[src/mp_topo_pkg.sv]
package mp_topo_pkg;

	// ****************************************
	// register offsets on the plain port
	// ****************************************
	localparam logic [7:0] off_local_id     = 8'h02; // processor_interrupt_identifier
	localparam logic [7:0] off_spurious     = 8'h0f; // spurious_vector_register
	localparam logic [7:0] off_cmd_low      = 8'h30; // interrupt_command_register low
	localparam logic [7:0] off_cmd_high     = 8'h31; // interrupt_command_register high
	localparam logic [7:0] off_error_entry  = 8'h37; // error_vector_entry
	localparam logic [7:0] off_status       = 8'h40; // run state and wake vector
	localparam logic [7:0] off_query_eax    = 8'h50; // identification_query leaf 1 eax
	localparam logic [7:0] off_query_ebx    = 8'h51; // identification_query leaf 1 ebx
	localparam logic [7:0] off_query_edx    = 8'h53; // identification_query leaf 1 edx
	localparam logic [7:0] off_query_l4_eax = 8'h54; // identification_query leaf 4 eax
	localparam logic [7:0] off_system_management_base       = 8'h60; // system_management_base

	// ****************************************
	// field positions
	// ****************************************
	localparam int spur_enable_bit   = 8;
	localparam int local_id_lsb      = 24;
	localparam int ebx_id_lsb        = 24;
	localparam int ebx_count_lsb     = 16;
	localparam int edx_mt_bit        = 28;
	localparam int l4_cores_lsb      = 26;
	localparam int cmd_mode_lsb      = 8;
	localparam int cmd_dest_lsb      = 24;
	localparam int cmd_pending_bit   = 12;
	localparam int start_page_lsb    = 12;

	// ****************************************
	// reset values and encodings
	// ****************************************
	localparam logic [31:0] spur_reset     = 32'h0000_00ff; // enable bit clear
	localparam logic [31:0] error_reset    = 32'h0001_0000; // masked
	localparam logic [31:0] zero_word      = 32'h0000_0000;
	localparam logic [31:0] reset_fetch    = 32'hffff_fff0;
	localparam logic [2:0]  mode_fixed     = 3'h0;
	localparam logic [2:0]  mode_init      = 3'h5;
	localparam logic [2:0]  mode_startup   = 3'h6;
	localparam logic [7:0]  one_logical    = 8'h01;
	localparam logic [31:0] family_sig     = 32'h0000_0600; // arbitrary value

	typedef enum logic [1:0] {
		run_idle_type_unused
	} unused_type;

	typedef enum {
		st_wait_init,
		st_wait_startup,
		st_running,
		st_halted
	} run_state_type;

	// keep a power-up identifier aligned to its hierarchy fields
	function automatic logic [7:0] make_id(input logic [1:0] cluster,
		input logic [1:0] pkg, input logic thread, input logic mt, input logic old_family);
		logic [7:0] id;
		id = 8'h00;
		if (old_family) begin
			id = {4'h0, cluster, pkg};
		end else begin
			id = {3'h0, cluster, pkg, thread & mt};
		end
		return id;
	endfunction

endpackage

[src/mp_topology_startup.sv]
`timescale 1ns/10ps
module mp_topology_startup
	import mp_topo_pkg::*;
(
	input  wire logic        sys_clk,
	input  wire logic        rst_b,
	input  wire logic [7:0]  reg_addr,
	input  wire logic [31:0] reg_wdata,
	input  wire logic        reg_wr,
	input  wire logic        reg_rd,
	output logic      [31:0] reg_rdata,
	input  wire logic [1:0]  strap_cluster,
	input  wire logic [1:0]  strap_package,
	input  wire logic        strap_thread,
	input  wire logic        strap_mt,
	input  wire logic        strap_old_family,
	input  wire logic [7:0]  strap_logical_count,
	input  wire logic [5:0]  strap_cores_m1,
	input  wire logic        msg_in_valid,
	input  wire logic [2:0]  msg_in_mode,
	input  wire logic [7:0]  msg_in_dest,
	input  wire logic        msg_in_broadcast,
	input  wire logic [7:0]  msg_in_vector,
	output logic             msg_out_valid,
	output logic      [2:0]  msg_out_mode,
	output logic      [7:0]  msg_out_dest,
	output logic      [7:0]  msg_out_vector,
	output logic             fetch_start,
	output logic      [31:0] fetch_addr,
	output logic             halted,
	output logic             ctrl_enabled
);

	// ****************************************
	// state
	// ****************************************
	logic [7:0]    powerup_id_ff;
	logic          captured_ff;
	logic [7:0]    local_id_ff;
	logic [31:0]   spurious_ff;
	logic [31:0]   error_entry_ff;
	logic [31:0]   cmd_high_ff;
	logic [31:0]   system_management_base_ff;
	logic [7:0]    wake_vector_ff;
	run_state_type state_ff;
	run_state_type nxt_state;

	// ****************************************
	// decode
	// ****************************************
	wire logic [7:0] strap_id    = make_id(strap_cluster, strap_package, strap_thread,
		strap_mt, strap_old_family);
	// write strobes, one per writable offset
	wire logic wr_local   = wr_hit(reg_wr, reg_addr, off_local_id);
	wire logic wr_spur    = wr_hit(reg_wr, reg_addr, off_spurious);
	wire logic wr_err     = wr_hit(reg_wr, reg_addr, off_error_entry);
	wire logic wr_cmd_lo  = wr_hit(reg_wr, reg_addr, off_cmd_low);
	wire logic wr_cmd_hi  = wr_hit(reg_wr, reg_addr, off_cmd_high);
	wire logic wr_system_management_base  = wr_hit(reg_wr, reg_addr, off_system_management_base);
	wire logic enabled    = spurious_ff[spur_enable_bit];
	wire logic for_me     = msg_in_valid && enabled
		&& (msg_in_broadcast || (msg_in_dest == local_id_ff));
	wire logic got_init   = for_me && (msg_in_mode == mode_init);
	wire logic got_start  = for_me && (msg_in_mode == mode_startup);
	wire logic got_fixed  = for_me && (msg_in_mode == mode_fixed);
	wire logic start_now  = got_start && (state_ff == st_wait_startup);
	wire logic wake_now   = got_fixed && (state_ff == st_halted);
	// halt request only counts while the processor is running
	wire logic halt_req   = wr_hit(reg_wr, reg_addr, off_status) && reg_wdata[0];
	wire logic [31:0] ebx_word = {powerup_id_ff, one_logical_or(strap_logical_count),
		16'h0000};
	wire logic [31:0] edx_word = strap_mt ? (32'h1 << edx_mt_bit) : zero_word;
	wire logic [31:0] l4_word  = {strap_cores_m1, 26'h0000000};
	wire logic [31:0] status_word = {16'h0000, wake_vector_ff, 6'h00,
		state_ff == st_running, state_ff == st_halted};

	// a manufactured count of zero would be meaningless; report at least one
	function automatic logic [7:0] one_logical_or(input logic [7:0] cnt);
		return (cnt == 8'h00) ? one_logical : cnt;
	endfunction

	// write strobe aimed at one offset; all inputs passed in so the
	// continuous assignments that call it see every change
	function automatic logic wr_hit(input logic strobe, input logic [7:0] addr,
		input logic [7:0] offset);
		return strobe && (addr == offset);
	endfunction

	// read data selection
	logic [31:0] rd_mux;
	always_comb begin
		unique case (reg_addr)
			off_local_id:     rd_mux = {local_id_ff, 24'h000000};
			off_spurious:     rd_mux = spurious_ff;
			off_cmd_low:      rd_mux = {19'h00000, msg_out_valid, 1'b0, msg_out_mode,
				msg_out_vector};
			off_cmd_high:     rd_mux = cmd_high_ff;
			off_error_entry:  rd_mux = error_entry_ff;
			off_status:       rd_mux = status_word;
			off_query_eax:    rd_mux = family_sig;
			off_query_ebx:    rd_mux = ebx_word;
			off_query_edx:    rd_mux = edx_word;
			off_query_l4_eax: rd_mux = l4_word;
			off_system_management_base:       rd_mux = system_management_base_ff;
			default:          rd_mux = zero_word;
		endcase
	end

	// ****************************************
	// run state
	// ****************************************
	always_comb begin
		nxt_state = state_ff;
		unique case (state_ff)
			st_wait_init:    if (got_init) nxt_state = st_wait_startup;
			st_wait_startup: if (got_start) nxt_state = st_running;
			st_running:      if (halt_req) nxt_state = st_halted;
			st_halted: begin
				if (got_init) nxt_state = st_wait_startup;
				else if (got_fixed) nxt_state = st_running;
			end
		endcase
	end

	// ****************************************
	// power-up identifier
	// ****************************************
	// capture flag: set on the first edge after reset release, then held
	always_ff @(posedge sys_clk) begin
		if (!rst_b) begin
			captured_ff <= 1'b0;
		end else begin
			captured_ff <= 1'b1;
		end
	end

	// power-up identifier caught once, then frozen until the next reset;
	// no write path reaches it, so rewriting the local id leaves it alone
	always_ff @(posedge sys_clk) begin
		if (!rst_b) begin
			powerup_id_ff <= 8'h00;
		end else if (!captured_ff) begin
			powerup_id_ff <= strap_id;
		end
	end

	// ****************************************
	// software-visible controller registers
	// ****************************************
	// local identifier starts as the power-up value, later writable
	always_ff @(posedge sys_clk) begin
		if (!rst_b) begin
			local_id_ff <= 8'h00;
		end else if (!captured_ff) begin
			local_id_ff <= strap_id;
		end else if (wr_local) begin
			local_id_ff <= reg_wdata[local_id_lsb +: 8];
		end
	end

	// spurious vector register; its enable bit gates all incoming messages
	always_ff @(posedge sys_clk) begin
		if (!rst_b) begin
			spurious_ff <= spur_reset;
		end else if (wr_spur) begin
			spurious_ff <= reg_wdata;
		end
	end

	// error entry comes out of reset masked
	always_ff @(posedge sys_clk) begin
		if (!rst_b) begin
			error_entry_ff <= error_reset;
		end else if (wr_err) begin
			error_entry_ff <= reg_wdata;
		end
	end

	// command high word holds the destination for the next send
	always_ff @(posedge sys_clk) begin
		if (!rst_b) begin
			cmd_high_ff <= zero_word;
		end else if (wr_cmd_hi) begin
			cmd_high_ff <= reg_wdata;
		end
	end

	// system management base, one per processor, set by software
	always_ff @(posedge sys_clk) begin
		if (!rst_b) begin
			system_management_base_ff <= zero_word;
		end else if (wr_system_management_base) begin
			system_management_base_ff <= reg_wdata;
		end
	end

	// ****************************************
	// outgoing message
	// ****************************************
	// one valid cycle per write of the command low word
	always_ff @(posedge sys_clk) begin
		if (!rst_b) begin
			msg_out_valid <= 1'b0;
		end else begin
			msg_out_valid <= wr_cmd_lo;
		end
	end

	// delivery mode, held after the valid cycle
	always_ff @(posedge sys_clk) begin
		if (!rst_b) begin
			msg_out_mode <= mode_fixed;
		end else if (wr_cmd_lo) begin
			msg_out_mode <= reg_wdata[cmd_mode_lsb +: 3];
		end
	end

	// destination taken from the high word written beforehand
	always_ff @(posedge sys_clk) begin
		if (!rst_b) begin
			msg_out_dest <= 8'h00;
		end else if (wr_cmd_lo) begin
			msg_out_dest <= cmd_high_ff[cmd_dest_lsb +: 8];
		end
	end

	// vector byte of the command low word
	always_ff @(posedge sys_clk) begin
		if (!rst_b) begin
			msg_out_vector <= 8'h00;
		end else if (wr_cmd_lo) begin
			msg_out_vector <= reg_wdata[7:0];
		end
	end

	// ****************************************
	// run state and fetch
	// ****************************************
	// run state register
	always_ff @(posedge sys_clk) begin
		if (!rst_b) begin
			state_ff <= st_wait_init;
		end else begin
			state_ff <= nxt_state;
		end
	end

	// vector of the message that last woke a halted processor
	always_ff @(posedge sys_clk) begin
		if (!rst_b) begin
			wake_vector_ff <= 8'h00;
		end else if (wake_now) begin
			wake_vector_ff <= msg_in_vector;
		end
	end

	// fetch pulse on a start or a wake, one cycle long
	always_ff @(posedge sys_clk) begin
		if (!rst_b) begin
			fetch_start <= 1'b0;
		end else begin
			fetch_start <= start_now || wake_now;
		end
	end

	// fetch address: reset vector, then the start page of the message
	always_ff @(posedge sys_clk) begin
		if (!rst_b) begin
			fetch_addr <= reset_fetch;
		end else if (start_now) begin
			fetch_addr <= {12'h000, msg_in_vector, 12'h000};
		end
	end

	// halted level follows the next state so software sees it at once
	always_ff @(posedge sys_clk) begin
		if (!rst_b) begin
			halted <= 1'b0;
		end else begin
			halted <= (nxt_state == st_halted);
		end
	end

	// controller enable pin mirrors the spurious enable bit
	always_ff @(posedge sys_clk) begin
		if (!rst_b) begin
			ctrl_enabled <= 1'b0;
		end else begin
			ctrl_enabled <= wr_spur ? reg_wdata[spur_enable_bit] : enabled;
		end
	end

	// ****************************************
	// read port
	// ****************************************
	// read data stand one cycle after the strobe, zero otherwise
	always_ff @(posedge sys_clk) begin
		if (!rst_b) begin
			reg_rdata <= zero_word;
		end else begin
			reg_rdata <= reg_rd ? rd_mux : zero_word;
		end
	end

endmodule

[config.mk]
export PLATFORM = sky130hd
export DESIGN_NAME = mp_topology_startup
export DESIGN_NICKNAME = d
export VERILOG_FILES = /design/src/mp_topo_pkg.sv /design/src/mp_topology_startup.sv
export SDC_FILE = /design/constraint.sdc
export NUM_CORES = 1
export LEC_CHECK = 0
export BUFFER_PORTS_ARGS = -buffer_cell sky130_fd_sc_hd__buf_2
export CORE_MARGIN = 5
export CORE_UTILIZATION = 30
export DETAILED_ROUTE_END_ITERATION = 10
export GPL_TIMING_DRIVEN = 0
export HOLD_SLACK_MARGIN = 0.03
export PLACE_DENSITY = 0.54
export SLEW_MARGIN = 20
export SYNTH_ARGS = -nofsm -noshare
export SYNTH_HDL_FRONTEND = slang
export SYNTH_SLANG_ARGS = --single-unit
[constraint.sdc]
create_clock -name sys_clk -period 2.2 [get_ports sys_clk]
set_input_delay 0.11 -clock sys_clk [delete_from_list [all_inputs] [get_ports sys_clk]]
set_output_delay 0.11 -clock sys_clk [all_outputs]
set_load 0.02 [all_outputs]
==> summary.md, run 1 <==
| Metric | Value |
|---|---|
| Area delta synth->final | `32.6%` |
| Top fanout value on the critical path | `8` |
| Outcome | `finished, final reports clean` |
| Setup CP Type | `flop to flop` |
| Number of fill cells | `3176` |
| Ports | `173` |
| Synth Register Bits | `roughly 250` |
| Hold Path Depth | `5` |
| Worst slew margin | `~45%` |
| RSZ-0062 raised after global routing | `true` |
| Final WL | `roughly 34000 µm` |
| EDFF count, synth | `0` |
| Worst hold path class | `input port to flop` |
| Min cycle time layout | `2.13 ns` |
| H-tree levels | `1` |
| Cell count after synthesis | `approximately 1.2k` |
| Slowest cell on crit path | `dfxtp_1` |
| Die height | `around 190 µm` |
| Drt first pass iters | `6` |
| Num rows | `65` |
| Final GP Congestion | `approximately 0.91` |
| CTS tree | `yes` |
| Crit path launch type | `flop` |
| FMAX | `around 0.47 GHz` |
| Hold wc startpoint | `strap_cores_m1[5]` |
| Post-synth ARST share | `0%` |
| Post-route antenna net violation count | `0` |
| Critical path cell sequence | `nor4_2 > nand4_1 > or2_4 > buf_4 > nor4_4 > buf_12 > mux2i_1 > nor2_1` |
| Maximum vdd ir drop | `around 540 µV` |
| Signal arrival time at the worst endpoint | `2.55 ns` |
| Tightest Pin Transition | `just over 0.8 ns` |
| FF-to-FF path depth | `8` |
| Port bufs | `approximately 170` |
| R2R Path End | `wake_vector_ff[5]` |
| Period Utilization, post-route | `a little under 100%` |
| Clock-pin slew on the worst setup and hold paths | `0.06 ns` |
| P per Cell Area | `roughly 770 nW/µm²` |
| CORE AREA | `31600 µm²` |
| Setup Viol. Count Final | `0` |
| Initial antenna violation count | `4` |
| Register area | `around 4900 µm²` |
| Die width | `189 µm` |
| CP Buf/Inv Count | `2` |
| Final Hold Fails | `0` |
| Share of cells above drive strength 1 | `20.6%` |
| Final Max Slew Viols | `0` |
| CTS root buf | `clkbuf_16` |
| First-pass GRT wire length | `around 52000 µm` |
| Residual overflow from global routing | `0` |
| Largest net degree at the start of global routing | `22` |
| Avg Vias per Cell | `roughly 5` |
| Worst skew pair latency | `about 0.54 ns` |
| CP max stage delay | `approximately 0.32 ns` |
| Clock Sinks | `around 250` |
| Synth cell types | `54` |
| Residual DRC | `0` |
| Place WS | `-0.664 ns` |
| R2r setup slk | `between 0.06 and 0.07 ns` |
| Multi-input logic area | `around 4300 µm²` |
| Avg Inst Size Synth | `roughly 8.3 µm²` |
| Via count | `a little over 9k` |
| Initial core utilization | `a little under a third` |
| Crit-path leading delay family | `simple AND/OR/NAND/NOR gates` |
| Ys flop type | `dfxtp_1` |
| Final WS setup | `just under 0.07 ns` |
| Max Clock Skew | `0.00658 ns` |
| Ys Warns | `0` |
| Post-DP HPWL | `24200 µm` |
| Routed len/inst | `around 18 µm` |
| Register area share after synthesis | `around half` |
| CTS Buffer Depth | `3` |
| CP Data Required Time | `~2.6 ns` |
| Synth top cells by count | `nand2_1, dfxtp_1, a21oi_1` |
| Count leader, synth | `nand2_1` |
| GRT Util Overall | `between 10% and 20%` |
| Max-cap violations | `0` |
| Vias in the first global route | `8793` |
| Yosys top cell area share | `between 50 and 60%` |
| CP Capture Type | `flop` |
| Hold Path End | `reg_rdata[31]` |
| Synth area leaders | `dfxtp_1, nand2_1, a21oi_1` |
| Hold Slack | `between 0.03 and 0.04 ns` |
| Die area | `~36000 µm²` |
| CTS Buf Count | `29` |
| Leak pwr | `roughly 4.8 nW` |
| Worst reg2reg path startpoint | `state_ff[23]` |
| Synth area leader | `dfxtp_1` |
| Layout net count | `1507` |
| Synthesized area | `approximately 9600 µm²` |
| DR iter-0 viols | `a little under 800` |
layout make-up:
class	instances	share of cell area, %
sequential	246	38.7
multi-input combinational	796	33.4
timing repair buffer	236	12.0
clock buffer	36	6.30
buffer	103	3.96
tap	402	3.95
clock inverter	13	1.40
inverter	9	0.265
antenna	4	0.0786
layout by cell type (no fill, tap or decap), types with 4 or more instances in the layout:
cell,instances
a21oi_1,178
a221oi_1,13
a222oi_1,16
a22o_1,8
a22oi_1,23
a31oi_1,6
and2_1,34
and3_1,7
buf_2,184
buf_4,31
bufinv_16,4
clkbuf_1,60
clkbuf_16,29
clkbuf_8,5
clkinv_2,4
clkinvlp_4,4
conb_1,4
dfxtp_1,246
diode_2,4
dlygate4sd3_1,59
inv_1,8
mux2_2,6
mux2i_1,26
nand2_1,338
nand3_1,20
nand4_1,4
nor2_1,33
nor4_1,5
nor4_2,6
o21ai_0,15
xor2_1,8
logic make-up (layout without fill, tap and decap cells):
kind of cell              Yosys count  count (layout)  share of synthesized area, %
AOI/OAI and AO/OA                 270             270                          16.7
and+or+nand+nor                   482             482                          22.3
DFF                               246             246                          51.3
muxes                              32              32                          3.41
buffers and inverters             112             397                          5.47
other                               1               8                        0.0391
xor gates and xnor gates            8               8                         0.730
how the worst max path moves through the flow:
stage	startpoint	to	depth (start not counted)
floorplan	state_ff[27]	wake_vector_ff[0]	6
global route	state_ff[23]	state_ff[8]	8
CTS	local_id_ff[1]	state_ff[27]	7
finish	state_ff[23]	wake_vector_ff[5]	8
global placement	reg_addr[1]	system_management_base_ff[3]	8
detailed placement	reg_addr[0]	system_management_base_ff[1]	8
through the flow:
step | setup TNS, ns | cell area (µm²) | cells | total power (W) | utilization [%]
after floorplan | 0 | 9610 | 1154 | 0.00472 | -
after global placement | -56.79 | 11000 | 1724 | 0.00494 | 34.7
after detailed placement | -54.67 | 11000 | 1724 | 0.00494 | 34.7
after CTS | 0 | 12600 | 1833 | 0.00996 | 39.9
after global routing | -3.59 | 12700 | 1845 | 0.0102 | 40.4
final | 0 | 12700 | 1845 | 0.00987 | 40.4
power by group:
part	leakage [nW]	switching [W]	internal, W
logic	2.32	0.000276	0.000188
clock network	0.473	0.00189	0.00303
registers	1.98	0.0000141	0.00447
registers in the layout, summed over array words and instances, names as in the netlist, 9 cells and up:
register and cells:
state_ff 32, system_management_base_ff 32, error_entry_ff 32, reg_rdata 32, cmd_high_ff 32, spurious_ff 32
fetch_addr 9
tightest hold or removal path: stages:
cell and delay, ns:
buf_2 0.08, a22oi_1 0.09, nand3_1 0.08, a21oi_1 0.04, nor2_1 0.12
per-layer routing:
| layer | up-vias | wire length, µm | GRT usage (%) |
|---|---|---|---|
| met5 | - | 0 | 0 |
| met4 | 0 | 1100 | 6.50 |
| met3 | 66 | 2690 | 3.60 |
| met2 | 430 | 15900 | 29.8 |
| met1 | 4273 | 14400 | 24.3 |
| li1 | 4466 | - | - |
repair_timing:
action                                  in CTS  in global routing
pin swaps                                    2                  8
setup buffers                                1                  8
hold endpoints to repair                   179                  0
gates resized for setup                      9                 21
hold buffers                                59                  0
endpoints found under the setup margin      83                 61
No activity file was read; power rests on OpenSTA's default activity.
==> run 2, diff against run 1 <==
- CORE_UTILIZATION: 30 -> 45
- PLACE_DENSITY: 0.54 -> 0.73
- REMOVE_ABC_BUFFERS: default -> 1
==> run 2 against run 1 <==
Compared with the run above: die area down 32%; critical path type unchanged; total power down 8.0%; first-iteration DRC count down 8.2%; register-to-register slack about the same; sequential power about the same; sequential cell count unchanged; via count down 3.5%; hold slack better by 0.027 ns; critical path depth down 3; count of clock-buffer cells in the layout up 1; final cell count down 12%.
==> summary.md, run 2 (same netlist as run 1, synthesis figures left out) <==
| Metric | Value |
|---|---|
| Via count | `8916 (was 9235)` |
| Area delta synth->final | `27.8% (was 32.6%)` |
| Max-cap violations | `0 (unchanged)` |
| Largest net degree at the start of global routing | `93 (was 22)` |
| Worst hold path class | `input port to flop (unchanged)` |
| Tightest Pin Transition | `0.859 ns (was 0.822 ns)` |
| Worst reg2reg path startpoint | `state_ff[1] (was state_ff[23])` |
| Commonest cells after routing, fill and taps aside | `nand2_1, dfxtp_1, a21oi_1 (was nand2_1, dfxtp_1, buf_2)` |
| Residual DRC | `0 (unchanged)` |
| Share of cells above drive strength 1 | `21.4% (was 20.6%)` |
| DR iter-0 viols | `718 (was 782)` |
| Post-route antenna net violation count | `0 (unchanged)` |
| Layout net count | `1413 (was 1507)` |
| Clock-pin slew on the worst setup and hold paths | `0.06 ns (about the same)` |
| RSZ-0062 raised after global routing | `true (unchanged)` |
| Outcome | `finished, final reports clean (unchanged)` |
| Ports | `173 (unchanged)` |
| FMAX | `0.470 GHz (was 0.469 GHz)` |
| Crit path launch type | `flop (unchanged)` |
| Num rows | `53 (was 65)` |
| Leak pwr | `4.59 nW (was 4.78 nW)` |
| H-tree levels | `1 (unchanged)` |
| Port bufs | `168 (unchanged)` |
| Top fanout value on the critical path | `11 (was 8)` |
| CTS root buf | `clkbuf_16 (unchanged)` |
| Pwr Total | `0.00908 W (was 0.00987 W)` |
| Max Clock Skew | `0.00687 ns (was 0.00658 ns)` |
| Maximum vdd ir drop | `556 µV (was 539 µV)` |
| Clock Sinks | `246 (unchanged)` |
| CTS tree | `yes (unchanged)` |
| GRT Util Overall | `22.7% (was 18.3%)` |
| Drt first pass iters | `6 (unchanged)` |
| Die width | `156 µm (was 189 µm)` |
| Setup CP Type | `flop to flop (unchanged)` |
| Vias in the first global route | `8507 (was 8793)` |
| CP Capture Type | `flop (unchanged)` |
| Initial core utilization | `45.7% (was 30.4%)` |
| Worst skew pair latency | `0.51 ns (was 0.54 ns)` |
| CORE AREA | `21000 µm² (was 31600 µm²)` |
| Die area | `24400 µm² (was 35700 µm²)` |
| Final Hold Fails | `0 (unchanged)` |
| Avg Vias per Cell | `5.49 (was 5.01)` |
| Layout Cells excl Fill | `1624 (was 1845)` |
| Post-DP HPWL | `18100 µm (was 24200 µm)` |
| Final Max Slew Viols | `0 (unchanged)` |
| CTS Buffer Depth | `3 (unchanged)` |
| Final WL | `29100 µm (was 34100 µm)` |
| Placed cells | `1511 (was 1724)` |
| Min cycle time layout | `2.13 ns (about the same)` |
| Crit path launch | `state_ff[1] (was state_ff[23])` |
| Routed len/inst | `17.9 µm (was 18.5 µm)` |
| P per Cell Area | `740 nW/µm² (was 775 nW/µm²)` |
| Signal arrival time at the worst endpoint | `2.51 ns (was 2.55 ns)` |
| Residual overflow from global routing | `0 (unchanged)` |
| Period Utilization, post-route | `96.8% (was 96.9%)` |
| CP Data Required Time | `2.58 ns (was 2.62 ns)` |
| Die height | `156 µm (was 189 µm)` |
| Final GP Congestion | `0.802 (was 0.913)` |
| Worst slew margin | `42.5% (was 45.2%)` |
| Hold wc startpoint | `strap_logical_count[0] (was strap_cores_m1[5])` |
| CTS Buf Count | `25 (was 29)` |
| Setup Viol. Count Final | `0 (unchanged)` |
| First-pass GRT wire length | `45300 µm (was 51900 µm)` |
| Initial antenna violation count | `5 (was 4)` |
| Commonest non-fill, non-tap cell in the layout | `nand2_1 (unchanged)` |
[run 2: worst max-delay path: stages, from the launching register on]
cell and delay [ns]:
dfxtp_1 0.55, or4b_2 0.69, nor4_4 0.33, buf_12 0.18
mux2i_2 0.20, nor2_1 0.06
[run 2: per-layer routing]
metal / up-vias / track usage, % / share of wire (%)
met5: - / 0 / 0
met4: 0 / 7.21 / 3.2
met3: 79 / 4.05 / 8.5
met2: 418 / 38.1 / 48
met1: 4147 / 29.8 / 41
li1: 4272 / - / -
[run 2: cell type report]
cell class                      instances  area [µm²]
Multi-Input combinational cell        796        4400
Clock buffer                           37         721
Inverter                                9        38.8
Fill cell                            1820        8750
Antenna cell                            6        15.0
Timing Repair Buffer                  249        1740
Clock inverter                          6        83.8
Sequential cell                       246        4930
Tap cell                              275         344
[run 2: what timing repair did]
item | CTS | global route
hold endpoints to repair | 175 | 0
buffers inserted | 8 | 3
cloned | 0 | 2
hold buffers | 52 | 0
pin swaps | 7 | 10
gates resized for setup | 9 | 37
endpoints found under the setup margin | 112 | 66
[run 2: worst paths after layout]
path	slack, ns	endpoint	cells after the start
hold reg to reg	0.45	system_management_base_ff[1]	2
setup / recovery	0.07	wake_vector_ff[4]	5
hold / removal	0.06	reg_rdata[16]	3
setup reg to reg	0.07	wake_vector_ff[4]	5
[run 2: power breakdown]
part	total [W]	switching, W	leakage [nW]	internal, W
combinational	0.000426	0.000244	2.21	0.000182
clock	0.00417	0.00168	0.396	0.00249
sequential	0.00449	0.0000179	1.99	0.00447
[run 2: metrics by stage]
step                worst slack (ns)  instance area (µm²)  hold slack [ns]  TNS (ns)  utilization (%)
floorplan                      -1.90                 9120            0.138   -190.68                -
global placement               -5.21                10300            0.348   -763.47             49.0
detailed placement            -0.747                10600            0.354    -86.26             50.5
CTS                          0.00301                12100           0.0412         0             57.3
global route                 -0.0791                12300           0.0529     -1.91             58.4
finish                        0.0709                12300           0.0621         0             58.4
==> run 3, diff against run 2 <==
- CTS_BUF_LIST: default -> sky130_fd_sc_hd__clkbuf_8
==> run 3 against run 2 <==
Compared with the run above: count of clock-buffer cells in the layout increased by 15; sequential share of layout area about the same; non-clock buffer count increased by 7.
==> summary.md, run 3 (same netlist as run 1, synthesis figures left out) <==
| Metric | Value |
|---|---|
| Outcome | `finished, final reports clean (unchanged)` |
| Clock Sinks | `246 (unchanged)` |
| Commonest non-fill, non-tap cell in the layout | `nand2_1 (unchanged)` |
| Clock-pin slew on the worst setup and hold paths | `0.06 ns (about the same)` |
| Maximum vdd ir drop | `446 µV (was 556 µV)` |
| Worst slew margin | `25.1% (was 42.5%)` |
| Min cycle time layout | `2.20 ns (was 2.13 ns)` |
| Die width | `156 µm (unchanged)` |
| Hold wc startpoint | `strap_package[1] (was strap_logical_count[0])` |
| Crit path launch | `local_id_ff[1] (was state_ff[1])` |
| Residual overflow from global routing | `0 (unchanged)` |
| Setup Viol. Count Final | `0 (unchanged)` |
| Die area | `24400 µm² (unchanged)` |
| Worst reg2reg path startpoint | `local_id_ff[1] (was state_ff[1])` |
| Initial core utilization | `45.7% (unchanged)` |
| Signal arrival time at the worst endpoint | `2.62 ns (was 2.51 ns)` |
| Initial antenna violation count | `4 (was 5)` |
| P per Cell Area | `718 nW/µm² (was 740 nW/µm²)` |
| CP max stage delay | `0.40 ns (was 0.69 ns)` |
| GRT Util Overall | `23.1% (was 22.7%)` |
| Residual DRC | `0 (unchanged)` |
| Port bufs | `168 (unchanged)` |
| Avg Vias per Cell | `5.45 (was 5.49)` |
| Hold Slack | `0.0473 ns (was 0.0621 ns)` |
| Final WL | `29300 µm (was 29100 µm)` |
| CTS root buf | `clkbuf_8 (was clkbuf_16)` |
| Max Clock Skew | `0.0155 ns (was 0.00687 ns)` |
| Final Hold Fails | `0 (unchanged)` |
| CTS Buffer Depth | `3 (unchanged)` |
| Tightest Pin Transition | `1.12 ns (was 0.859 ns)` |
| CTS Buf Count | `41 (was 25)` |
| Num rows | `53 (unchanged)` |
| Via count | `9030 (was 8916)` |
| CP Data Required Time | `2.63 ns (was 2.58 ns)` |
| FMAX | `0.455 GHz (was 0.470 GHz)` |
| Area delta synth->final | `27.7% (was 27.8%)` |
| Vias in the first global route | `8683 (was 8507)` |
| CP Capture Type | `flop (unchanged)` |
| Crit path launch type | `flop (unchanged)` |
| DP Area | `10600 µm² (unchanged)` |
| Leak pwr | `4.66 nW (was 4.59 nW)` |
| Routed len/inst | `17.7 µm (was 17.9 µm)` |
| Post-route antenna net violation count | `0 (unchanged)` |
| RSZ-0062 raised after global routing | `true (unchanged)` |
| Commonest cells after routing, fill and taps aside | `nand2_1, dfxtp_1, a21oi_1 (unchanged)` |
| Slowest cell on crit path | `nor4_2 (was or4b_2)` |
| Share of cells above drive strength 1 | `21.6% (was 21.4%)` |
| DR iter-0 viols | `874 (was 718)` |
| H-tree levels | `2 (was 1)` |
| CTS tree | `yes (unchanged)` |
| Max-cap violations | `0 (unchanged)` |
| Final Max Slew Viols | `0 (unchanged)` |
| First-pass GRT wire length | `45800 µm (was 45300 µm)` |
| Die height | `156 µm (unchanged)` |
| Worst skew pair latency | `0.54 ns (was 0.51 ns)` |
| Drt first pass iters | `7 (was 6)` |
| Ports | `173 (unchanged)` |
| CORE AREA | `21000 µm² (unchanged)` |
| Setup CP Type | `flop to flop (unchanged)` |
| Crit-path leading delay family | `compound AO/OA/AOI/OAI gates (was simple AND/OR/NAND/NOR gates)` |
| CP Buf/Inv Count | `2 (was 1)` |
| Period Utilization, post-route | `99.9% (was 96.8%)` |
| Top fanout value on the critical path | `16 (was 11)` |
| Layout net count | `1436 (was 1413)` |
| Place WS | `-0.747 ns (unchanged)` |
| Final GP Congestion | `0.802 (unchanged)` |
| Post-DP HPWL | `18100 µm (unchanged)` |
| Worst hold path class | `input port to flop (unchanged)` |
| Final WS setup | `0.00274 ns (was 0.0709 ns)` |
| Largest net degree at the start of global routing | `93 (unchanged)` |
| Number of fill cells | `1846 (was 1820)` |
| Critical path cell sequence | `xor2_1 > nor4_2 > a21oi_4 > buf_4 > o31ai_2 > a31oi_2 > buf_6 > and2_2 (was or4b_2 > nor4_4 > buf_12 > mux2i_2 > nor2_1)` |
| Finished Cell Area | `12300 µm² (about the same)` |
[run 3: cell types whose count changed in the layout (fill, tap and decap cells not counted), sizes merged]
| cell | change |
|---|---|
| inv | +16 |
| buf | -3 |
| dlygate4sd3 | +10 |
| clkbuf | +15 |
| bufinv | -2 |
| clkinvlp | +2 |
| clkinv | -3 |
| diode | -2 |
[run 3: per-stage QoR]
step / setup TNS [ns] / utilization, % / std cells / power, W
finish: 0 / 58.3 / 1657 / 0.00880
floorplan: -190.68 / - / 1051 / 0.00469
CTS: 0 / 57.8 / 1650 / 0.00885
global route: -2.94 / 58.3 / 1657 / 0.00912
detailed placement: -86.26 / 50.5 / 1511 / 0.00490
global placement: -763.47 / 49.0 / 1494 / 0.00488
[run 3: worst reg2reg max path: cells and delay by family (launching register included)]
kind                   cells  cell delay, ns
AO/OA/AOI/OAI              3            0.60
XOR/XNOR                   1            0.19
buffers and inverters      2            0.36
flip-flops                 1            0.35
AND/OR/NAND/NOR            2            0.58
[run 3: final cells by class]
class                   count  area [µm²]  share of cell area, %
diodes                      4        10.0                 0.0816
clock buffers              52         716                   5.84
clock inverters            19        80.1                  0.653
inverters                   9        38.8                  0.316
multi-input cells         796        4330                   35.3
flip-flops and latches    246        4930                   40.2
well taps                 275         344                   2.81
repair buffers            256        1810                   14.7
[run 3: timing repair]
item,in CTS,in global routing
setup buffers,7,3
setup endpoints to repair,82,97
gates resized for setup,10,20
endpoints found under the hold margin,178,0
hold buffers,62,0
pin swaps,7,4
[run 3: worst paths after layout]
check | endpoint | cells after the start | slack [ns]
hold reg to reg | reg_rdata[23] | 2 | 0.44
hold / removal | powerup_id_ff[2] | 4 | 0.05
setup / recovery | state_ff[27] | 8 | 0.003
setup reg to reg | state_ff[27] | 8 | 0.003
[run 3: metal layers]
| layer | vias to the layer above | share of wire, % | routed length, µm | track usage [%] |
|---|---|---|---|---|
| li1 | 4321 | - | - | - |
| met1 | 4215 | 42 | 12200 | 30.3 |
| met2 | 420 | 47 | 13900 | 38.3 |
| met3 | 74 | 8.4 | 2450 | 4.27 |
| met4 | 0 | 2.7 | 796 | 8.05 |
| met5 | - | 0 | 0 | 0 |
[run 3: report_power, final]
group / switching, W / total (W) / leakage, nW / internal (W)
logic: 0.000241 / 0.000428 / 2.21 / 0.000188
clock network: 0.00177 / 0.00388 / 0.463 / 0.00211
registers: 0.0000170 / 0.00449 / 1.99 / 0.00447
total: 0.00203 / 0.00880 / 4.66 / 0.00677
